===== src/hdl/drive_flags_pkg.sv =====
// =====================================================================
// Shared constants and types
package drive_flags_pkg;

  // Register indices (subindex); byte-free plain port addressing
  localparam logic [7:0] IDX_ENTRY_COUNT  = 8'h00;
  localparam logic [7:0] IDX_LEGACY_POWER = 8'h01;
  localparam logic [7:0] IDX_FIELD_DIR    = 8'h02;
  localparam logic [7:0] IDX_KEEP_GAINS   = 8'h03;
  localparam logic [7:0] IDX_RESTART      = 8'h04;
  localparam logic [7:0] IDX_STATUS       = 8'h05;

  // Values after reset
  localparam logic [7:0] ENTRY_COUNT_VAL  = 8'h03;
  localparam logic [7:0] LEGACY_POWER_RST = 8'h00;
  localparam logic [7:0] FIELD_DIR_RST    = 8'h00;
  localparam logic [7:0] KEEP_GAINS_RST   = 8'h00;

  // Signed encodings of the field direction override
  localparam logic [7:0] FIELD_DEFAULT    = 8'h00;
  localparam logic [7:0] FIELD_POSITIVE   = 8'h01;
  localparam logic [7:0] FIELD_NEGATIVE   = 8'hff;

  // Half duty at the duty width
  localparam logic [7:0] DUTY_HALF        = 8'h80;

  // Status field positions
  localparam int         ST_FIELD_INV_BIT = 0;
  localparam int         ST_STEPPER_BIT   = 1;
  localparam int         ST_PRESET_BIT    = 2;
  localparam int         ST_HOLD_BIT      = 3;

  // Gain selection for auto setup
  typedef enum logic [2:0] {
    GAIN_NONE    = 3'b001,
    GAIN_PRESET  = 3'b010,
    GAIN_USER    = 3'b100
  } gain_src_t;

  typedef struct packed {
    logic [7:0] addr;
    logic [7:0] wdata;
    logic       wr;
    logic       rd;
  } reg_req_t;

endpackage


===== src/hdl/flag_value_check.sv =====
`timescale 1ns/1ps
// =====================================================================
// Encoding check for flag writes
module flag_value_check (
  input  wire logic [7:0] addr,
  input  wire logic [7:0] wdata,
  output logic            valid
);

  // Each flag accepts only its listed codes
  always_comb begin
    valid = 1'b0;
    case (addr)
      drive_flags_pkg::IDX_LEGACY_POWER,
      drive_flags_pkg::IDX_KEEP_GAINS: begin
        valid = (wdata == 8'h00) || (wdata == 8'h01);
      end
      drive_flags_pkg::IDX_FIELD_DIR: begin
        valid = (wdata == drive_flags_pkg::FIELD_DEFAULT) || (wdata == drive_flags_pkg::FIELD_POSITIVE) ||
                (wdata == drive_flags_pkg::FIELD_NEGATIVE);
      end
      default: begin
        valid = 1'b0;
      end
    endcase
  end

endmodule


===== src/hdl/motor_drive_flag_control.sv =====
`timescale 1ns/1ps
// Operation
// - Legacy zero, switched on: fixed half duty
// - Legacy one, switched on: controller drives output
// - Field override: 0 default, 1 positive, -1 negative
// - Field override applies only after control restart
// - Keep zero: setup detects motor, loads preset
// - Keep one: setup uses stored user gains
// - Count entry reads three
module motor_drive_flag_control (
  input  wire logic                      core_clk,
  input  wire logic                      rst,
  input  wire drive_flags_pkg::reg_req_t req,
  output logic [7:0]                     rdata,
  input  wire logic                      switched_on,
  input  wire logic [7:0]                ctrl_duty,
  input  wire logic                      fw_field_inv,
  input  wire logic                      control_restart,
  input  wire logic                      setup_start,
  input  wire logic                      motor_is_stepper,
  output logic [7:0]                     pwm_duty,
  output logic                           hold_torque,
  output logic                           field_inverted,
  output logic                           load_preset,
  output logic                           use_user_gains,
  output logic                           preset_stepper
);

  // =====================================================================
  // Register state
  logic [7:0] legacy_q, legacy_d;
  logic [7:0] field_q, field_d;
  logic [7:0] field_act_q, field_act_d;
  logic [7:0] keep_q, keep_d;
  logic [7:0] rdata_q, rdata_d;
  logic       wr_ok;

  flag_value_check flag_value_check_i (
    .addr  (req.addr),
    .wdata (req.wdata),
    .valid (wr_ok)
  );

  // Writes land only with a listed code; count entry has no storage
  always_comb begin
    legacy_d    = legacy_q;
    field_d     = field_q;
    keep_d      = keep_q;
    field_act_d = field_act_q;
    if (req.wr && wr_ok) begin
      case (req.addr)
        drive_flags_pkg::IDX_LEGACY_POWER: begin
          legacy_d = req.wdata;
        end
        drive_flags_pkg::IDX_FIELD_DIR: begin
          field_d = req.wdata;
        end
        drive_flags_pkg::IDX_KEEP_GAINS: begin
          keep_d = req.wdata;
        end
        default: begin
          legacy_d = legacy_q;
        end
      endcase
    end
    // Rotating field only changes across a restart, never mid-motion
    if (control_restart || (req.wr && req.addr == drive_flags_pkg::IDX_RESTART)) begin
      field_act_d = field_d;
    end
  end

  // Read mux, answer one cycle later; unmapped reads zero
  always_comb begin
    rdata_d = 8'h00;
    if (req.rd) begin
      case (req.addr)
        drive_flags_pkg::IDX_ENTRY_COUNT:  rdata_d = drive_flags_pkg::ENTRY_COUNT_VAL;
        drive_flags_pkg::IDX_LEGACY_POWER: rdata_d = legacy_q;
        drive_flags_pkg::IDX_FIELD_DIR:    rdata_d = field_q;
        drive_flags_pkg::IDX_KEEP_GAINS:   rdata_d = keep_q;
        drive_flags_pkg::IDX_STATUS: begin
          rdata_d[drive_flags_pkg::ST_FIELD_INV_BIT] = field_inverted;
          rdata_d[drive_flags_pkg::ST_STEPPER_BIT]   = preset_stepper;
          rdata_d[drive_flags_pkg::ST_PRESET_BIT]    = load_preset;
          rdata_d[drive_flags_pkg::ST_HOLD_BIT]      = hold_torque;
        end
        default: rdata_d = 8'h00;
      endcase
    end
  end

  always_ff @(posedge core_clk or posedge rst) begin
    if (rst) begin
      legacy_q    <= drive_flags_pkg::LEGACY_POWER_RST;
      field_q     <= drive_flags_pkg::FIELD_DIR_RST;
      field_act_q <= drive_flags_pkg::FIELD_DIR_RST;
      keep_q      <= drive_flags_pkg::KEEP_GAINS_RST;
      rdata_q     <= 8'h00;
    end else begin
      legacy_q    <= legacy_d;
      field_q     <= field_d;
      field_act_q <= field_act_d;
      keep_q      <= keep_d;
      rdata_q     <= rdata_d;
    end
  end
  assign rdata = rdata_q;

  // =====================================================================
  // Output stage
  logic [7:0] duty_q, duty_d;
  logic       hold_q, hold_d;
  logic       finv_q, finv_d;

  // Outside switched-on the controller owns the duty unchanged
  always_comb begin
    duty_d = ctrl_duty;
    hold_d = 1'b1;
    if (switched_on && legacy_q == 8'h00) begin
      duty_d = drive_flags_pkg::DUTY_HALF;
      hold_d = 1'b0;
    end else if (switched_on) begin
      duty_d = ctrl_duty;
      hold_d = 1'b1;
    end
    case (field_act_q)
      drive_flags_pkg::FIELD_POSITIVE: finv_d = 1'b0;
      drive_flags_pkg::FIELD_NEGATIVE: finv_d = 1'b1;
      default:                         finv_d = fw_field_inv;
    endcase
  end

  always_ff @(posedge core_clk or posedge rst) begin
    if (rst) begin
      duty_q <= drive_flags_pkg::DUTY_HALF;
      hold_q <= 1'b0;
      finv_q <= 1'b0;
    end else begin
      duty_q <= duty_d;
      hold_q <= hold_d;
      finv_q <= finv_d;
    end
  end
  assign pwm_duty       = duty_q;
  assign hold_torque    = hold_q;
  assign field_inverted = finv_q;

  // =====================================================================
  // Auto setup gain source, one-cycle pulses per setup start
  drive_flags_pkg::gain_src_t src_q, src_d;
  logic stp_q, stp_d;

  always_comb begin
    src_d = drive_flags_pkg::GAIN_NONE;
    stp_d = stp_q;
    if (setup_start) begin
      if (keep_q == 8'h01) begin
        src_d = drive_flags_pkg::GAIN_USER;
      end else begin
        src_d = drive_flags_pkg::GAIN_PRESET;
        stp_d = motor_is_stepper;
      end
    end
  end

  always_ff @(posedge core_clk or posedge rst) begin
    if (rst) begin
      src_q <= drive_flags_pkg::GAIN_NONE;
      stp_q <= 1'b0;
    end else begin
      src_q <= src_d;
      stp_q <= stp_d;
    end
  end
  assign load_preset    = src_q[1];
  assign use_user_gains = src_q[2];
  assign preset_stepper = stp_q;
endmodule


===== config.mk =====
export PLATFORM = sky130hd
export DESIGN_NAME = motor_drive_flag_control
export DESIGN_NICKNAME = d
export VERILOG_FILES = /design/src/hdl/drive_flags_pkg.sv /design/src/hdl/flag_value_check.sv /design/src/hdl/motor_drive_flag_control.sv
export SDC_FILE = /design/constraint.sdc
export NUM_CORES = 1
export LEC_CHECK = 0
export BUFFER_PORTS_ARGS = -buffer_cell sky130_fd_sc_hd__buf_4
export CAP_MARGIN = 20
export CORE_MARGIN = 1
export CORE_UTILIZATION = 56
export CTS_CLUSTER_SIZE = 25
export DETAILED_ROUTE_END_ITERATION = 6
export HOLD_SLACK_MARGIN = 0.05
export PLACE_DENSITY = 0.88
export SLEW_MARGIN = 20
export SYNTH_ARGS = -nofsm -noshare
export SYNTH_HDL_FRONTEND = slang
export SYNTH_SLANG_ARGS = --single-unit

===== constraint.sdc =====
create_clock -name core_clk -period 3.95 [get_ports core_clk]
set_input_delay 0.1975 -clock core_clk [delete_from_list [all_inputs] [get_ports core_clk]]
set_output_delay 0.1975 -clock core_clk [all_outputs]
set_load 0.02 [all_outputs]

; Yosys cells after proc, flatten, opt, wreduce, memory -nomap -nowiden
; Cells that the tools add are included.
; Widths: inputs -> output; s select.
[op_classes]
eq_ne = 10
mux = 11
n_bitwise = 1
reduce_logical = 13
[op_table]
columns = cell, count
row1 = $eq 8x1->1 const B, 4
row2 = $mux 8, 4
row3 = $logic_not 8->1, 3
row4 = $pmux 4 s5, 1
row5 = $eq 8x2->1 const B, 2
row6 = $eq 8x3->1 const B, 2
row7 = $eq 8x8->1 const B, 2
row8 = $pmux 4 s3, 1
row9 = $mux 3, 2
row10 = $reduce_and 2->1, 3
row11 = $pmux 1 s2, 2
row12 = $logic_and 1x1->1, 3
row13 = $logic_or 1x1->1, 3
row14 = $reduce_or 2->1, 1
row15 = $mux 1, 1
row16 = $not 1->1, 1
[totals]
ff_bits = 54
in_bits = 33
out_inout_bits = 21
word_cells = 45

; Logic depth before layout (Yosys ltp)
[depth]
word_depth = 6
ltp_mapped = 7
ltp_nobuf = 5

; Hierarchy
; A second synthesis with hierarchy kept.
[hier_totals]
cells_unflattened = 199
area_unflattened_um2 = 2421.1
[by_module_without_submodules]
columns = module, n_inst, cells_each, area_each_um2, seq_area_each_um2
row1 = motor_drive_flag_control, 1, 188, 2359.8, 1327.5
row2 = flag_value_check, 1, 11, 61.3, 0.0

; Worst setup path after synthesis
; No wires, ideal clock.
[synth_path]
path_type = input port to flip-flop
startpoint = input port req[5] in the netlist's numbering
endpoint = register legacy_q[0]
setup_ns = 0.128
t_arrival_ns = 1.681
required_ns = 3.822
path_slack_ns = 2.142
path_stages = 5
n_path_buf = 0
cell_sequence = or4_4 -> nor4_4 -> nand2_2 -> nor3b_4 -> mux2_1
[synth_via]
elab_chain_len = 6
word_cells_on_any_way = 8
classes_between = eq/ne: 2 / mux: 1 / reduce/logical: 5
[synth_rtl]
columns = element, line
row1 = start: declaration, motor_drive_flag_control.sv:13  ; input wire drive_flags_pkg::reg_req_t req,
row2 = $eq 8x1->1 / $logic_not 8->1 (equally long branches), "flag_value_check.sv:16, flag_value_check.sv:19"
row3 = $logic_or 1x1->1, "flag_value_check.sv:16, flag_value_check.sv:19"
row4 = $logic_or 1x1->1, flag_value_check.sv:19  ; valid = (wdata == drive_flags_pkg::FIELD_DEFAULT) || (wdata == drive_flags_pkg::FIELD_POSITIVE) ||
row5 = $pmux 1 s2 (*), flag_value_check.sv:13  ; case (addr)
row6 = $logic_and 1x1->1 (*), motor_drive_flag_control.sv:50  ; if (req.wr && wr_ok) begin
row7 = $reduce_and 2->1 (no line) (*), --
row8 = end signal: assignment, motor_drive_flag_control.sv:94  ; legacy_q <= drive_flags_pkg::LEGACY_POWER_RST;
row9 = end signal: assignment, motor_drive_flag_control.sv:100  ; legacy_q <= legacy_d;
row10 = end: declaration, motor_drive_flag_control.sv:31  ; logic [7:0] legacy_q, legacy_d;
; Mark *: on every way between the ends. The rest lies on a longest branch, timed or not.
; A chain may end at the register's enable or synchronous reset.

; Worst setup path after layout
; Ends and elaborated chain as after synthesis.

==> results.yml <==
critical_path:
  crit_path_top_delay_cell: "or4_4"
  cp_max_fo: 8
  worstPathCellList: "buf_4 > or4_4 > nor4_4 > nand2_2 > nor3b_4 > mux2_1"
  timing.critical_path.max_delay_family: "simple AND/OR/NAND/NOR gates"
  worst_ep_required_time_ns: 4.14
  arrival_ns: 1.94
  worst_setup_path_end_kind: "flop"
  start_kind: "input port"
  path_buf_inv: 1
  criticalPathCategory: "input port to flop"
  worst_path_largest_cell_delay_ns: 0.54
place:
  gp_congestion: 0.833
  placement.setup.worst_slack_ns: 1.87
  dp.cells: 291
  buffer_ports.inserted: 53
  place.detailed.hpwl_mm: 3.48
sta:
  rsz0062_at_grt: "no"
  tightestPinTransition_ns: 0.865
  fin_crit_sh: 0.444
  timing.setup.tns_ns: 0
  post_route_minimum_period_ns: 1.75
  max_slew_margin: 0.422
  hold-worst-slack_ns: 0.0392
  post_route_clock_skew_ns: 0.0119
  fmaxAchievable_ghz: 0.570
  setup_slack_ns: 2.20
  drv_slew: 0
  finalSetupViolCount: 0
  hold_fails_final_rpt: 0
synth:
  netlist_instances: 196
  yosysSeqAreaShare: 0.594
  synth-adder-area-share: 0
  synth_flop_cell: "dfrtp_1"
  yosys_register_bits: 53
  syn_nets: 229
  avgSynthCellArea_sq_um: 11.4
  synth_mux_area_frac: 0.0845
  synth_top_area_cell: "dfrtp_1"
  synth.top_cells.by_area: "dfrtp_1 (58%), mux2_2 (7.1%), nor2_1 (3.9%)"
  cell_area_after_synthesis_sq_um: 2230
  synthArstFlopShare: 1.00
  yosys.cell_types.count: 41
  synthXorXnorAreaFrac: 0
  count_of_flip_flops_with_a_built_in_enable_after_synthesis: 0
  synth.yosys.warnings: 0
  synth_compound_area_frac: 0.0823
  synth_largest_type_area_fraction: 0.582
  synthSimpleGateAreaFrac: 0.220
  combinational_family_with_the_most_area_after_synthesis: "simple AND/OR/NAND/NOR gates"
floorplanning:
  fp-row-count: 22
  core_sq_um: 3740
  die_x_um: 65.2
  die-height_um: 65.2
  fp.dieArea_sq_um: 4250
  io_pins: 54
  initial_core_utilization: 0.597
clock_network:
  htreeDepth: 2
  cts_made_buffers: 5
  worstSkewPairLatency_ns: 0.31
  cts-root-buf: "clkbuf_8"
  ctsLongestPathBuffers: 2
  post-cts-setup-buffers: 0
  cts-hold-fix-buffers: 0
  clk_pin_slew_worst_paths_ns: 0.10
  tritoncts: "done"
  postCtsResizedCells: 0
  tritoncts_num_sinks: 53
routing:
  via_per_inst: 5.63
  routed_wire_length_per_instance_um: 15.3
  dr_total_vias: 1684
  drc_errors_left: 0
  totalWireLength_mm: 4.59
  detail_route.iter0.violations: 129
  drt.antenna.violating_nets: 0
  drt_pre_antenna_iters: 4
flow_run:
  drv.max_cap_violation_count: 0
pwr:
  leakage_power_figure_uw: 0.00135
  fin_total_pwr_uw: 973
  maximum_vdd_drop_v: 0.000280
  power.density_nw_per_um2: 351
global_route:
  grt_pass1_wl_mm: 7.90
  gr-usage-all-layers: 0.254
  grt_overflow_total: 0
  grt_pass1_vias: 1683
  maximum_number_of_pins_on_one_net_before_global_route_repair: 54
  antenna_violations_before_repair: 0
cells_and_area:
  antenna-diode-count: 0
  layout.cells.most_common: "buf_4"
  mostFrequentLayoutCells: "buf_4 (53), dfrtp_1 (52), nor2_1 (23)"
  final_cells: 299
  nets: 283
  final_layout_size_suffix_gt1_frac: 0.331
  area_growth_syn_to_layout_pct: 24.0
status:
  run_status: "complete, no violations"
min_path:
  hold_path.class: "input port to async pin"
## Yosys cell counts, types with 2 or more instances
cell	count
dfrtp_1	52
and2_1	7
nand2b_1	3
nand2_1	14
o22a_1	2
nor3_1	3
inv_1	5
mux2_2	14
a22oi_1	6
nor2_1	23
a31oi_1	5
mux2i_1	2
nor2b_1	11
a21oi_1	9
or3_1	2
nand4_1	4
buf_1	2
nor4_1	3
and2b_1	5
clkbuf_1	3
## area by class of cell
class | count | area, sq um
clock inverters | 2 | 17.5
clock buffers | 6 | 82.6
multi-input cells | 132 | 865
fillers | 281 | 973
well taps | 48 | 60.1
inverters | 5 | 20.0
repair buffers | 53 | 398
flip-flops and latches | 53 | 1330
## worst paths after layout
path / end / start / cells after the start / slack (ns)
worst max-delay path: legacy_q[0] / req[5] / 6 / 2.20
worst min-delay path: rdata[3] / rst / 2 / 0.04
worst max register to register: preset_stepper / keep_q[1] / 3 / 2.51
worst min register to register: field_q[0] / field_q[0] / 2 / 0.50
max in group asynchronous: legacy_q[1] / rst / 2 / 3.40
min in group core_clk: pwm_duty[7] / ctrl_duty[7] / 2 / 0.09
## logic make-up after synthesis
logic type      after synthesis
mux                          17
simple gates                 87
buf+inv                      11
compound gates               28
flops                        53
## per-stage QoR
stage | util | instance area, sq um
after floorplan | - | 2230
after global placement | 0.713 | 2670
after detailed placement | 0.713 | 2670
after CTS | 0.740 | 2770
after global routing | 0.740 | 2770
final | 0.740 | 2770
## layer usage
layer  global-route usage  vias up  wire length [um]  part of all wire
met5                    0        -                 0                 0
met4                0.125        0               156             0.034
met3               0.0556       15               258             0.056
met2                0.393       72              2200              0.48
met1                0.339      808              1970              0.43
li1                     -      789                 -                 -
## where the power goes
| part | switching, uW | internal [uW] | total [uW] | leakage [uW] |
|---|---|---|---|---|
| registers | 7.21 | 555 | 562 | 0.000691 |
| logic | 49.8 | 43.3 | 93.0 | 0.000605 |
| clock network | 172 | 145 | 318 | 0.0000518 |
## flip-flops by register name, indices dropped and copies added, names as in the netlist
register / flops
field_q: 8
keep_q: 8
src_q: 2
rdata: 8
pwm_duty: 8
field_act_q: 8
preset_stepper: 1
field_inverted: 1
legacy_q: 8
hold_torque: 1
Power figures use the tool's default switching activity.
